`config.mk`:
```
export PLATFORM = sky130hd
export DESIGN_NAME = drs_ready_seq
export DESIGN_NICKNAME = d
export VERILOG_FILES = /design/src/pkg/drs_pkg.sv /design/src/rtl/drs_ready_seq.sv /design/src/rtl/drs_strap_latch.sv /design/src/rtl/drs_axil_slave.sv
export VERILOG_INCLUDE_DIRS = /design/src /design/src/pkg
export SDC_FILE = /design/constraint.sdc
export NUM_CORES = 1
export LEC_CHECK = 0
export BUFFER_PORTS_ARGS = -buffer_cell sky130_fd_sc_hd__buf_4
export CAP_MARGIN = 15
export CORE_UTILIZATION = 55
export DETAILED_ROUTE_END_ITERATION = 12
export PLACE_DENSITY = 0.85
export SLEW_MARGIN = 40
export SYNTH_ARGS = -nofsm -noshare
export SYNTH_HDL_FRONTEND = slang
export SYNTH_SLANG_ARGS = --single-unit
```
`constraint.sdc`:
```
create_clock -name clk -period 4.7 [get_ports clk]
set_input_delay 0.235 -clock clk [delete_from_list [all_inputs] [get_ports clk]]
set_output_delay 0.235 -clock clk [all_outputs]
set_load 0.05 [all_outputs]
```
`src/pkg/drs_cfg.svh`:
```
// Register offsets, field positions, response codes, test word and timing constants for the ready/strap block
`ifndef DRS_CFG_SVH
`define DRS_CFG_SVH
`define DRS_OFF_PMC        8'h00
`define DRS_OFF_HWC        8'h04
`define DRS_OFF_INTSTS     8'h08
`define DRS_OFF_RSTCTL     8'h0c
`define DRS_OFF_STRAP      8'h10
`define DRS_OFF_TEST       8'h14
`define DRS_READY_BIT      0
`define DRS_HWC_READY_BIT  27
`define DRS_SLEEP_BIT      28
`define DRS_PMODE_LSB      29
`define DRS_INT_READY_BIT  30
`define DRS_RST_CORE_BIT   6
`define DRS_RST_DIG_BIT    0
`define DRS_TEST_VALUE     32'h87654321
`define DRS_DECERR         2'h3
`define DRS_OKAY           2'h0
`define DRS_PLL_LOCK_NS    1000
`define DRS_CLK_MHZ        40
`endif

```
`src/pkg/drs_pkg.sv`:
```
// Types shared by the ready/strap block
package drs_pkg;
  typedef enum logic [2:0] {
    DRS_RESET   = 3'b000,
    DRS_LOAD    = 3'b001,
    DRS_READY   = 3'b010,
    DRS_SLEEP   = 3'b011,
    DRS_PLLWAIT = 3'b100
  } drs_state_t;

  typedef enum logic [1:0] {
    DRS_TWO_PORT  = 2'b00,
    DRS_PORT_RSVD = 2'b01,
    DRS_THREE_DN  = 2'b10,
    DRS_THREE_UP  = 2'b11
  } drs_port_mode_t;

  // Captured hard straps
  typedef struct packed {
    logic           eeprom_range;
    drs_port_mode_t port_mode;
    logic           link_pol;
    logic [1:0]     tx_shift;
    logic           phy_a_fiber;
    logic           phy_b_fiber;
    logic           phy_a_los;
    logic           phy_b_los;
  } drs_strap_t;

  // Configuration derived from the straps
  typedef struct packed {
    logic       eeprom_large;
    logic [1:0] phya_port;
    logic [1:0] phyb_port;
    logic [1:0] mii_port;
    logic       mii_used;
    logic [4:0] tx_shift_ns;
    logic       phy_a_fx;
    logic       phy_b_fx;
    logic       phy_a_los_mode;
    logic       phy_b_los_mode;
  } drs_cfg_t;
endpackage : drs_pkg

```
`src/rtl/drs_ready_seq.sv`:
```
// Device ready sequencer with strap capture and register file
`timescale 1ns/100ps
`include "drs_cfg.svh"
// What this block does
// - Read-only ready flag, PMC bit 0
// - Ready rising edge sets interrupt status bit
// - Ready mirrored at hardware config bit 27
// - Ready after reset waits for EEPROM load
// - Core reset reloads EEPROM, ready low
// - Any low-power state drops ready
// - Wake ready needs full power, stable PLL
// - Straps captured only on reset events
// - Straps drive configuration or register defaults
// - EEPROM range strap selects address span
// - Port mode 10 three-port downstream
// - Port mode 11 three-port upstream
// - Link polarity strap sets MII link level
// - TX shift strap selects 0-30 ns
// - PHY A fiber strap selects FX mode
// - PHY B fiber strap selects FX mode
// - PHY A LOS strap selects LOS mode
// - PHY B LOS strap selects LOS mode
// - Wake clears sleep and mode fields
module drs_ready_seq #(
  parameter int PLL_LOCK_CYC = (`DRS_PLL_LOCK_NS * `DRS_CLK_MHZ + 999) / 1000
) (
  input  wire logic        clk,
  input  wire logic        rst_n,
  input  wire logic        por_event,
  input  wire logic        pin_reset_event,
  input  wire logic        eeprom_done,
  input  wire logic        wake_event,
  input  wire logic        pll_locked,
  input  wire logic        mii_link_pin,
  input  wire logic        eeprom_range_pin,
  input  wire logic [1:0]  port_mode_pin,
  input  wire logic        link_pol_pin,
  input  wire logic [1:0]  tx_shift_pin,
  input  wire logic        phy_a_fiber_strap,
  input  wire logic        phy_b_fiber_strap,
  input  wire logic        phy_a_los_select_strap,
  input  wire logic        phy_b_los_select_strap,
  input  wire logic [7:0]  s_axi_awaddr,
  input  wire logic        s_axi_awvalid,
  output logic             s_axi_awready,
  input  wire logic [31:0] s_axi_wdata,
  input  wire logic [3:0]  s_axi_wstrb,
  input  wire logic        s_axi_wvalid,
  output logic             s_axi_wready,
  output logic [1:0]       s_axi_bresp,
  output logic             s_axi_bvalid,
  input  wire logic        s_axi_bready,
  input  wire logic [7:0]  s_axi_araddr,
  input  wire logic        s_axi_arvalid,
  output logic             s_axi_arready,
  output logic [31:0]      s_axi_rdata,
  output logic [1:0]       s_axi_rresp,
  output logic             s_axi_rvalid,
  input  wire logic        s_axi_rready,
  output logic             eeprom_reload_reg,
  output logic             ready_reg,
  output logic             mii_link_up_reg,
  output drs_pkg::drs_cfg_t cfg_out
);
  drs_pkg::drs_state_t state_reg;
  drs_pkg::drs_state_t state_next;
  drs_pkg::drs_strap_t strap_sync1_reg;
  drs_pkg::drs_strap_t strap_sync2_reg;
  drs_pkg::drs_strap_t strap_in;
  drs_pkg::drs_strap_t strap_q;
  logic [1:0]  ev_meta_reg;
  logic [1:0]  ev_sync_reg;
  logic [1:0]  io_meta_reg;
  logic [1:0]  io_sync_reg;
  logic        sleep_request_bit;
  logic [2:0]  power_state_select;
  logic        ready_prev_reg;
  logic        int_ready_reg;
  logic        capture_reg;
  logic [15:0] pll_cnt_reg;
  logic        wr_pulse;
  logic [7:0]  wr_addr;
  logic [31:0] wr_data;
  logic [3:0]  wr_strb;
  logic [7:0]  rd_addr;
  logic        rd_pulse;
  logic [31:0] rd_data;
  logic        rd_ok;
  logic        wr_ok;
  logic        wr_pmc;
  logic        wr_int;
  logic        wr_rst;
  logic        core_reset_req;
  logic        dig_reset_req;
  logic        wake_s;
  logic        pll_s;
  logic        sleep_go;
  logic        ready_rise;
  logic        pll_done;
  logic        allowed_rd;
  logic [31:0] power_mgmt_control_reg;
  logic [31:0] hardware_config_reg;
  logic [31:0] interrupt_status_reg;

  // Address decode is shared by both directions
  function automatic logic is_reg(input logic [7:0] a, input logic [7:0] off);
    return a == off;
  endfunction : is_reg

  // Two-flop synchronisers for pins and asynchronous status
  always_ff @(posedge clk) begin
    if (!rst_n) begin
      strap_sync1_reg <= '0;
      strap_sync2_reg <= '0;
      ev_meta_reg     <= 2'h0;
      ev_sync_reg     <= 2'h0;
      io_meta_reg     <= 2'h0;
      io_sync_reg     <= 2'h0;
    end else begin
      strap_sync1_reg <= strap_in;
      strap_sync2_reg <= strap_sync1_reg;
      ev_meta_reg     <= {wake_event, pll_locked};
      ev_sync_reg     <= ev_meta_reg;
      io_meta_reg     <= {mii_link_pin, 1'b0};
      io_sync_reg     <= io_meta_reg;
    end
  end

  assign strap_in = {eeprom_range_pin, drs_pkg::drs_port_mode_t'(port_mode_pin), link_pol_pin,
                     tx_shift_pin, phy_a_fiber_strap, phy_b_fiber_strap,
                     phy_a_los_select_strap, phy_b_los_select_strap};
  assign wake_s   = ev_sync_reg[1];
  assign pll_s    = ev_sync_reg[0];

  drs_axil_slave u_bus (
    .clk     (clk),
    .rst_n   (rst_n),
    .awaddr  (s_axi_awaddr),
    .awvalid (s_axi_awvalid),
    .awready (s_axi_awready),
    .wdata   (s_axi_wdata),
    .wstrb   (s_axi_wstrb),
    .wvalid  (s_axi_wvalid),
    .wready  (s_axi_wready),
    .bresp   (s_axi_bresp),
    .bvalid  (s_axi_bvalid),
    .bready  (s_axi_bready),
    .araddr  (s_axi_araddr),
    .arvalid (s_axi_arvalid),
    .arready (s_axi_arready),
    .rdata   (s_axi_rdata),
    .rresp   (s_axi_rresp),
    .rvalid  (s_axi_rvalid),
    .rready  (s_axi_rready),
    .wr_pulse(wr_pulse),
    .wr_addr (wr_addr),
    .wr_data (wr_data),
    .wr_strb (wr_strb),
    .wr_ok   (wr_ok),
    .rd_addr (rd_addr),
    .rd_pulse(rd_pulse),
    .rd_data (rd_data),
    .rd_ok   (rd_ok)
  );

  drs_strap_latch u_strap (
    .clk        (clk),
    .rst_n      (rst_n),
    .capture    (capture_reg),
    .strap_in   (strap_sync2_reg),
    .strap_reg  (strap_q),
    .cfg_reg    (cfg_out),
    .mii_link_up()
  );

  // Write strobes; only the top byte lane carries the power fields
  assign wr_pmc         = wr_pulse && is_reg(wr_addr, `DRS_OFF_PMC) && wr_strb[3];
  assign wr_int         = wr_pulse && is_reg(wr_addr, `DRS_OFF_INTSTS) && wr_strb[3];
  assign wr_rst         = wr_pulse && is_reg(wr_addr, `DRS_OFF_RSTCTL) && wr_strb[0];
  assign core_reset_req = wr_rst && wr_data[`DRS_RST_CORE_BIT];
  assign dig_reset_req  = wr_rst && wr_data[`DRS_RST_DIG_BIT];
  // Sleep bit is refused when written together with a new mode
  assign sleep_go       = wr_pmc && wr_data[`DRS_SLEEP_BIT] && state_reg == drs_pkg::DRS_READY
                          && wr_data[31:29] == power_state_select && power_state_select != 3'h0;
  assign pll_done       = pll_cnt_reg == 16'(PLL_LOCK_CYC);
  assign ready_rise     = ready_reg && !ready_prev_reg;
  assign wr_ok          = !wr_pulse || is_reg(wr_addr, `DRS_OFF_PMC)
                          || is_reg(wr_addr, `DRS_OFF_INTSTS) || is_reg(wr_addr, `DRS_OFF_RSTCTL)
                          || is_reg(wr_addr, `DRS_OFF_HWC) || is_reg(wr_addr, `DRS_OFF_STRAP)
                          || is_reg(wr_addr, `DRS_OFF_TEST);

  // Ready sequence state machine
  always_comb begin
    state_next = state_reg;
    unique case (state_reg)
      drs_pkg::DRS_RESET:   state_next = drs_pkg::DRS_LOAD;
      drs_pkg::DRS_LOAD:    if (eeprom_done) state_next = drs_pkg::DRS_READY;
      drs_pkg::DRS_READY:   if (sleep_go) state_next = drs_pkg::DRS_SLEEP;
      drs_pkg::DRS_SLEEP:   if (wake_s) state_next = drs_pkg::DRS_PLLWAIT;
      drs_pkg::DRS_PLLWAIT: if (pll_s && pll_done) state_next = drs_pkg::DRS_READY;
      default:              state_next = drs_pkg::DRS_RESET;
    endcase
    if (por_event || pin_reset_event || core_reset_req || dig_reset_req) begin
      state_next = drs_pkg::DRS_RESET;
    end
  end

  // State, ready flag and reset-event capture
  always_ff @(posedge clk) begin
    if (!rst_n) begin
      state_reg         <= drs_pkg::DRS_RESET;
      ready_reg         <= 1'b0;
      ready_prev_reg    <= 1'b0;
      capture_reg       <= 1'b0;
      eeprom_reload_reg <= 1'b0;
    end else begin
      state_reg         <= state_next;
      ready_reg         <= state_next == drs_pkg::DRS_READY;
      ready_prev_reg    <= ready_reg;
      capture_reg       <= por_event || pin_reset_event || core_reset_req;
      eeprom_reload_reg <= state_next == drs_pkg::DRS_RESET;
    end
  end

  // PLL settle counter runs only while waiting after wake
  always_ff @(posedge clk) begin
    if (!rst_n || state_reg != drs_pkg::DRS_PLLWAIT || !pll_s) begin
      pll_cnt_reg <= 16'h0;
    end else if (!pll_done) begin
      pll_cnt_reg <= pll_cnt_reg + 16'h1;
    end
  end

  // Power fields: sleep is self-clearing on wake
  always_ff @(posedge clk) begin
    if (!rst_n) begin
      sleep_request_bit  <= 1'b0;
      power_state_select <= 3'h0;
    end else if (wake_s && state_reg == drs_pkg::DRS_SLEEP) begin
      sleep_request_bit  <= 1'b0;
      power_state_select <= 3'h0;
    end else if (sleep_go) begin
      sleep_request_bit  <= 1'b1;
    end else if (wr_pmc && ready_reg && !wr_data[`DRS_SLEEP_BIT]) begin
      power_state_select <= wr_data[31:29];
    end
  end

  // Sticky ready interrupt; a new edge wins over a clear
  always_ff @(posedge clk) begin
    if (!rst_n) begin
      int_ready_reg <= 1'b0;
    end else if (ready_rise) begin
      int_ready_reg <= 1'b1;
    end else if (wr_int && wr_data[`DRS_INT_READY_BIT]) begin
      int_ready_reg <= 1'b0;
    end
  end

  // Link polarity applied after synchronising the pin
  always_ff @(posedge clk) begin
    if (!rst_n) begin
      mii_link_up_reg <= 1'b0;
    end else begin
      mii_link_up_reg <= io_sync_reg[1] == strap_q.link_pol;
    end
  end

  // Read views; both ready locations come from one flop
  assign power_mgmt_control_reg = {power_state_select, sleep_request_bit, 27'h0, ready_reg};
  assign hardware_config_reg    = {4'h0, ready_reg, 27'h0};
  assign interrupt_status_reg   = {1'b0, int_ready_reg, 30'h0};
  // Before ready only the early registers answer; other reads get a decode error
  assign allowed_rd = is_reg(rd_addr, `DRS_OFF_PMC) || is_reg(rd_addr, `DRS_OFF_HWC)
                      || is_reg(rd_addr, `DRS_OFF_TEST) || is_reg(rd_addr, `DRS_OFF_RSTCTL);
  assign rd_ok      = allowed_rd || (ready_reg && (is_reg(rd_addr, `DRS_OFF_INTSTS)
                      || is_reg(rd_addr, `DRS_OFF_STRAP)));
  assign rd_data    = !rd_ok ? 32'h0
                    : is_reg(rd_addr, `DRS_OFF_PMC)    ? power_mgmt_control_reg
                    : is_reg(rd_addr, `DRS_OFF_HWC)    ? hardware_config_reg
                    : is_reg(rd_addr, `DRS_OFF_INTSTS) ? interrupt_status_reg
                    : is_reg(rd_addr, `DRS_OFF_TEST)   ? `DRS_TEST_VALUE
                    : is_reg(rd_addr, `DRS_OFF_STRAP)  ? {22'h0, strap_q}
                    : 32'h0;
endmodule : drs_ready_seq

```
`src/rtl/drs_strap_latch.sv`:
```
// Hard strap capture and decode into configuration values
`timescale 1ns/100ps
`include "drs_cfg.svh"
module drs_strap_latch (
  input  wire logic                clk,
  input  wire logic                rst_n,
  input  wire logic                capture,
  input  wire drs_pkg::drs_strap_t strap_in,
  output drs_pkg::drs_strap_t      strap_reg,
  output drs_pkg::drs_cfg_t        cfg_reg,
  output logic                     mii_link_up
);
  drs_pkg::drs_cfg_t cfg_next;

  // Capture only on a reset event, otherwise hold
  always_ff @(posedge clk) begin
    if (!rst_n) begin
      strap_reg <= '0;
    end else if (capture) begin
      strap_reg <= strap_in;
    end
  end

  // Straps used directly or decoded into configuration values
  assign cfg_next.eeprom_large   = strap_reg.eeprom_range;
  assign cfg_next.phya_port      = (strap_reg.port_mode == drs_pkg::DRS_THREE_UP)
                                   ? 2'h2 : 2'h0;
  assign cfg_next.phyb_port      = 2'h1;
  assign cfg_next.mii_port       = (strap_reg.port_mode == drs_pkg::DRS_THREE_UP)
                                   ? 2'h0 : 2'h2;
  assign cfg_next.mii_used       = strap_reg.port_mode[1];
  assign cfg_next.tx_shift_ns    = 5'({strap_reg.tx_shift, 3'h0} + {strap_reg.tx_shift, 1'h0});
  assign cfg_next.phy_a_fx       = strap_reg.phy_a_fiber;
  assign cfg_next.phy_b_fx       = strap_reg.phy_b_fiber;
  assign cfg_next.phy_a_los_mode = strap_reg.phy_a_los;
  assign cfg_next.phy_b_los_mode = strap_reg.phy_b_los;

  // Registered so outputs come from flops
  always_ff @(posedge clk) begin
    if (!rst_n) begin
      cfg_reg <= '0;
    end else begin
      cfg_reg <= cfg_next;
    end
  end

  // Link input is sampled and its polarity applied by the top level; this output stays low
  logic mii_link_s;
  assign mii_link_s = 1'b0;
  always_ff @(posedge clk) begin
    if (!rst_n) begin
      mii_link_up <= 1'b0;
    end else begin
      mii_link_up <= mii_link_s;
    end
  end
endmodule : drs_strap_latch

```
`src/rtl/drs_axil_slave.sv`:
```
// AXI4-Lite slave front end: one write and one read at a time
`timescale 1ns/100ps
module drs_axil_slave (
  input  wire logic        clk,
  input  wire logic        rst_n,
  input  wire logic [7:0]  awaddr,
  input  wire logic        awvalid,
  output logic             awready,
  input  wire logic [31:0] wdata,
  input  wire logic [3:0]  wstrb,
  input  wire logic        wvalid,
  output logic             wready,
  output logic [1:0]       bresp,
  output logic             bvalid,
  input  wire logic        bready,
  input  wire logic [7:0]  araddr,
  input  wire logic        arvalid,
  output logic             arready,
  output logic [31:0]      rdata,
  output logic [1:0]       rresp,
  output logic             rvalid,
  input  wire logic        rready,
  output logic             wr_pulse,
  output logic [7:0]       wr_addr,
  output logic [31:0]      wr_data,
  output logic [3:0]       wr_strb,
  input  wire logic        wr_ok,
  output logic [7:0]       rd_addr,
  output logic             rd_pulse,
  input  wire logic [31:0] rd_data,
  input  wire logic        rd_ok
);
  logic aw_held_reg;
  logic w_held_reg;
  logic wr_go;
  logic rd_go;

  assign awready  = !aw_held_reg && !bvalid;
  assign wready   = !w_held_reg && !bvalid;
  assign wr_go    = (aw_held_reg || (awvalid && awready)) && (w_held_reg || (wvalid && wready));
  assign arready  = !rvalid;
  assign rd_go    = arvalid && arready;
  assign rd_addr  = araddr;
  assign rd_pulse = rd_go;

  // Address and data may arrive in either order
  always_ff @(posedge clk) begin
    if (!rst_n) begin
      aw_held_reg <= 1'b0;
      w_held_reg  <= 1'b0;
      wr_addr     <= 8'h00;
      wr_data     <= 32'h0;
      wr_strb     <= 4'h0;
      wr_pulse    <= 1'b0;
    end else begin
      wr_pulse <= wr_go;
      if (awvalid && awready) begin
        wr_addr <= awaddr;
      end
      if (wvalid && wready) begin
        wr_data <= wdata;
        wr_strb <= wstrb;
      end
      aw_held_reg <= wr_go ? 1'b0 : (aw_held_reg || (awvalid && awready));
      w_held_reg  <= wr_go ? 1'b0 : (w_held_reg || (wvalid && wready));
    end
  end

  // Response one cycle after the write is applied
  always_ff @(posedge clk) begin
    if (!rst_n) begin
      bvalid <= 1'b0;
      bresp  <= 2'h0;
    end else if (wr_pulse) begin
      bvalid <= 1'b1;
      bresp  <= wr_ok ? 2'h0 : 2'h3;
    end else if (bready) begin
      bvalid <= 1'b0;
    end
  end

  // Reads answer the cycle after the address is taken
  always_ff @(posedge clk) begin
    if (!rst_n) begin
      rvalid <= 1'b0;
      rdata  <= 32'h0;
      rresp  <= 2'h0;
    end else if (rd_go) begin
      rvalid <= 1'b1;
      rdata  <= rd_data;
      rresp  <= rd_ok ? 2'h0 : 2'h3;
    end else if (rready) begin
      rvalid <= 1'b0;
    end
  end
endmodule : drs_axil_slave

```
Word level (Yosys, flattened, before mapping):

Index checks and enable logic that the tools add are counted.

* bitwise gates (word level): 2
* equality and inequality tests: 20
* add/sub/neg operators: 2
* reduce and logical (&&, ||, !) cells: 63
* divide/modulo/power cells: 0
* $mul: 0
* magnitude comparators: 0
* shift operators: 0
* muxes and demuxes: 23

Operator list (number)
* two-way mux 32 bit: 5
* == test 8 x 4 -> 1 bit (second input constant): 4
* == test 8 x 5 -> 1 bit (second input constant): 4
* logical AND 1 bit: 25
* logical OR 1 bit: 18
* adder 16 x 1 -> 16 bit (second input constant): 1
* == test 16 x 6 -> 1 bit (second input constant): 1
* == test 8 x 3 -> 1 bit (second input constant): 2
* zero test 8 bit: 2
* two-way mux 3 bit: 5
* one-hot mux 3 bit (5 select lines): 1
* two-way mux 13 bit: 1
* two-way mux 10 bit: 1
* == test 3 x 2 -> 1 bit (second input constant): 3
* zero test 1 bit: 9
* two-way mux 2 bit: 4
* zero test 3 bit: 2
* two-way mux 1 bit: 6
* nonzero test 2 bit: 3
* adder 5 x 3 -> 5 bit: 1
* OR reduction 2 bit: 2
* == test 3 x 1 -> 1 bit (second input constant): 1
* == test 3 bit: 1
* == test 3 bit (second input constant): 1
* other kinds (6): 7

* memories: 0
* ROM bits: 0
* bits in writable memories: 0
* flip-flop bits (word level): 168
* word-level logic and storage cells: 170
* latch bits: 0

Depth between registers and ports, before layout:

* word-level depth: 11
* gate-level depth with buffers: 6
* gate-level depth less buffers: 6

Cells and area by module:

A second synthesis with hierarchy kept.

* cell total of the unflattened synthesis: 700
* area total of the unflattened synthesis: 6269.8 µm²

By module, submodules not included
* drs_axil_slave: cells each 374, area each 3169.3 µm², seq. area each 1661.6 µm², times used 1
* drs_ready_seq: cells each 256, area each 2317.2 µm², seq. area each 1101.1 µm², times used 1
* drs_strap_latch: cells each 70, area each 783.3 µm², seq. area each 420.4 µm², times used 1

Worst setup path after synthesis:

OpenSTA, ideal clock, no wires.

* kind: reg2reg
* from: register u_bus.bvalid
* to: register u_bus.aw_held_reg
* period minus slack after synthesis: 2.078 ns
* cell stages (with the launch flop): 6
* arrival time: 2.000 ns
* required time: 4.622 ns
* path slack: 2.622 ns
* library setup time: 0.078 ns
* cells stage by stage: dfxtp_1 nor2_1 and2_1 clkbuf_1 o21ai_1 nor3_1

* word-level cells in the longest chain between the ends: 6

RTL lines
* start: declaration: line drs_axil_slave.sv:14 `output logic bvalid,`
* start signal: assignment: line drs_axil_slave.sv:72 `bvalid <= 1'b0;`
* start signal: assignment: line drs_axil_slave.sv:75 `bvalid <= 1'b1;`
* start signal: assignment: line drs_axil_slave.sv:78 `bvalid <= 1'b0;`
* zero test 1 bit (*): line drs_axil_slave.sv:38 `assign awready = !aw_held_reg && !bvalid;`
* logical AND 1 bit (*): line drs_axil_slave.sv:38
* net s_axi_awready: line drs_ready_seq.sv:45 `output logic s_axi_awready,`
* logical AND 1 bit (*): line drs_axil_slave.sv:40, drs_axil_slave.sv:64
* logical OR 1 bit (*): line drs_axil_slave.sv:40, drs_axil_slave.sv:64
* logical AND 1 bit: line drs_axil_slave.sv:40 `assign wr_go = (aw_held_reg || (awvalid && awready)) && (w_held_reg || (wvalid && wready));`
* OR reduction 2 bit (no line)
* end signal: assignment: line drs_axil_slave.sv:64 `aw_held_reg <= wr_go ? 1'b0 : (aw_held_reg || (awvalid && awready));`
* end: declaration: line drs_axil_slave.sv:33 `logic aw_held_reg;`

The timed path passes the listed nets; every way through them passes the cells marked *.
A chain may end at the register's enable or synchronous reset.

Worst setup path in the final report:

* from: register pll_cnt_reg[0]
* to: register ready_reg

* word-level cells in the longest chain between the ends: 6

RTL lines
* start: declaration: line drs_ready_seq.sv:80 `logic [15:0] pll_cnt_reg;`
* start signal: assignment: line drs_ready_seq.sv:230 `pll_cnt_reg <= pll_cnt_reg + 16'h1;`
* == test 16 x 6 -> 1 bit: line drs_ready_seq.sv:185 `assign pll_done = pll_cnt_reg == 16'(PLL_LOCK_CYC);`
* logical AND 1 bit: line drs_ready_seq.sv:200 `drs_pkg::DRS_PLLWAIT: if (pll_s && pll_done) state_next = drs_pkg::DRS_READY;`
* two-way mux 3 bit: line drs_ready_seq.sv:200
* one-hot mux 3 bit (5 select lines): line drs_ready_seq.sv:195 `unique case (state_reg)`
* two-way mux 3 bit: line drs_ready_seq.sv:203 `if (por_event || pin_reset_event || core_reset_req || dig_reset_req) begin`
* == test 3 x 2 -> 1 bit: line drs_ready_seq.sv:218 `ready_reg <= state_next == drs_pkg::DRS_READY;`
* end signal: assignment: line drs_ready_seq.sv:218
* end: declaration: line drs_ready_seq.sv:61 `output logic ready_reg,`

No other way between the ends.

==> flow_summary.json <==
{
  "min_period_over_period": 0.408,
  "hold_class": "primary input to flop",
  "path_class": "flop to flop",
  "r2r_slack_ns": 2.78,
  "timing.fmax_mhz": 521,
  "synth_ff_type": "dfxtp_1",
  "finalClockSkew_ns": 0.00917,
  "cts_tree": "done",
  "syn_area_per_cell_um2": 9.43,
  "power_w": 0.00253,
  "grtUsageTotal": 0.270,
  "ys_seq_area_frac": 0.523,
  "layout-drive-gt1-share": 0.228,
  "leakage_nw": 2.48,
  "n_antenna_cell": 0,
  "relSlewSlack": 0.508,
  "dieArea_mm2": 0.00836,
  "startpoint": "pll_cnt_reg[0]",
  "drtIter0Drc": 183,
  "clockRootBuffer": "clkbuf_8",
  "dp_hpwl_um": 6680,
  "clockBufferDepth": 2,
  "gp_congestion": 0.826,
  "numCtsBuffers": 17,
  "cpPeakStageDelay_ns": 0.35,
  "synth_common_cells": "dfxtp_1 (115), nor2_1 (52), nand2_1 (50)",
  "dpl_cell_area_mm2": 0.00503,
  "crit_path_cell_trace": "inv_1 -> ha_1 -> nor4bb_1 -> nand4_1 -> o22a_1 -> nor4_1",
  "timing.hold.ws_ns": 0.0165,
  "drv_cap": 0,
  "cp-endpoint": "ready_reg",
  "start_kind": "flop",
  "setup-violations-final": 0,
  "ys_types": 54,
  "arrival_ns": 2.34,
  "grt_max_degree": 46,
  "htree_levels": 4,
  "endpoint_kind": "flop",
  "syn_to_final_growth_pct": 34.9,
  "power.density_mw_per_mm2": 426,
  "yosys_warnings": 0,
  "fin_nets": 657,
  "reg2reg_depth": 6,
  "io_buffers": 94,
  "clkTransAtPathRegs_ns": 0.06,
  "holdPathStages": 3,
  "vdd_drop_max_uv": 321,
  "ys_ff_latch": 115,
  "grt_pass1_wl_um": 17300,
  "drc": 0,
  "required_ns": 5.12,
  "yosysTopAreaCell": "dfxtp_1",
  "crit_path_max_fanout": 5,
  "grt_pass1_vias": 3810,
  "postRouteAntennaNets": 0,
  "die_w_um": 91.5,
  "syn_inst": 467,
  "cts_setup_buffers": 0,
  "std_cell_rows": 32,
  "hold_viol": 0,
  "syn_area_mm2": 0.00440,
  "clk_latency_ns": 0.53,
  "wl_per_cell_um": 15.9,
  "critPathSlowestCell": "dfxtp_1",
  "drv_slew": 0,
  "synthArstFlopShare": 0,
  "r2r-start": "pll_cnt_reg[0]",
  "yosys-top-cells-area": "dfxtp_1 (52%), and2_1 (5.5%), nor2_1 (4.4%)",
  "setup-tns-final_ns": 0,
  "synth.most_common_cell": "dfxtp_1",
  "antenna_found_initial": 0,
  "outcome": "finished clean",
  "synth_edf_count": 0,
  "drt-total-wl_um": 11000,
  "overflow": 0,
  "start_util": 0.570,
  "worst_pin_slew_ns": 0.736,
  "post-route-util": 0.768,
  "via_per_inst": 5.43,
  "postLayoutCellArea_mm2": 0.00594,
  "synth_top_area_share": 0.523,
  "rsz0062_at_grt": "false",
  "clock-sinks": 115,
  "firstDrtPassIters": 6,
  "dieHeight_um": 91.5,
  "core-area_mm2": 0.00773,
  "r2r-end": "ready_reg",
  "io_pins": 136,
  "fillers": 480,
  "min_period_ns": 1.92,
  "vias": 3777
}
==> repair_timing <==
action | 4_1_cts | 5_1_grt
hold buffers | 31 | 0
hold endpoints to repair | 32 | 0
gates resized for setup | 0 | 0
==> power breakdown <==
| part | switching (W) | internal (W) |
|---|---|---|
| sequential | 0.0000251 | 0.00101 |
| clock | 0.000498 | 0.000786 |
| combinational | 0.000132 | 0.0000834 |
==> worst min-delay path by stage <==
stage,start,end,slack [ns]
floorplan,rst_n,u_strap.cfg_reg[12],0.26
global route,pin_reset_event,capture_reg,0.02
CTS,por_event,capture_reg,0.002
finish,s_axi_araddr[1],u_bus.rdata[0],0.02
detailed placement,strap_sync1_reg[6],strap_sync2_reg[6],0.42
global placement,io_meta_reg[1],io_sync_reg[1],0.41
==> cells by family after synthesis <==
logic type / after synthesis / share of synthesized area
AO/OA/AOI/OAI: 63 / 0.0932
XOR/XNOR: 16 / 0.0318
adder cells (fa/ha/maj): 2 / 0.00568
buffers and inverters: 53 / 0.0659
flip-flops: 115 / 0.523
multiplexers: 16 / 0.0370
other: 1 / 0.000852
AND/OR/NAND/NOR: 201 / 0.242
==> critical path, delay by kind of cell, from the launching register on <==
kind | cells | cell delay (ns)
fa+ha+maj | 1 | 0.14
simple gates | 3 | 0.92
buf+inv | 1 | 0.07
flops | 1 | 0.35
compound gates | 1 | 0.33
==> metrics by stage <==
stage          instances  worst slack [ns]
2_1_floorplan        479              2.62
5_1_grt              695              2.59
3_3_place_gp         632              2.64
4_1_cts              695              2.79
6_report             695              2.78
3_5_place_dp         632              2.61
==> cells in the final DEF, fill, tap and decap left out, drive strengths merged, types with 2 or more instances in the layout <==
| cell type | Yosys | layout |
|---|---|---|
| mux2i | 14 | 14 |
| o2111ai | 4 | 4 |
| ha | 2 | 2 |
| inv | 10 | 17 |
| nand3b | 2 | 2 |
| and4 | 4 | 4 |
| conb | 1 | 13 |
| o31ai | 2 | 2 |
| nor2 | 52 | 52 |
| buf | 25 | 94 |
| o21ai | 9 | 9 |
| nor3 | 6 | 6 |
| or4 | 2 | 2 |
| xnor2 | 8 | 8 |
| a22oi | 6 | 6 |
| clkinv | 0 | 4 |
| o21ba | 2 | 2 |
| nor2b | 3 | 3 |
| and2 | 39 | 39 |
| a31oi | 3 | 3 |
| a22o | 2 | 2 |
| a21oi | 29 | 29 |
| clkbuf | 18 | 18 |
| mux2 | 2 | 2 |
| xor2 | 8 | 8 |
| nor4 | 5 | 5 |
| nand4 | 10 | 10 |
| and3 | 2 | 2 |
| nand3 | 11 | 11 |
| nand2b | 3 | 3 |
| dlygate4sd3 | 0 | 31 |
| dfxtp | 115 | 115 |
| nand2 | 50 | 50 |
| bufinv | 0 | 2 |
| nor4b | 4 | 4 |
==> metal layers <==
layer,global-route usage,part of all wire
met2,0.501,0.53
met1,0.270,0.39
met4,0.140,0.023
met5,0,0
met3,0.0762,0.057
==> area by class of cell <==
| class | count | area (um^2) | area share |
|---|---|---|---|
| flip-flops and latches | 115 | 2300 | 0.388 |
| clock inverters | 14 | 169 | 0.0284 |
| clock buffers | 18 | 428 | 0.0721 |
| inverters | 10 | 37.5 | 0.00632 |
| repair buffers | 125 | 1020 | 0.171 |
| well taps | 102 | 128 | 0.0215 |
| multi-input cells | 311 | 1860 | 0.313 |
Power figures use the tool's default switching activity.
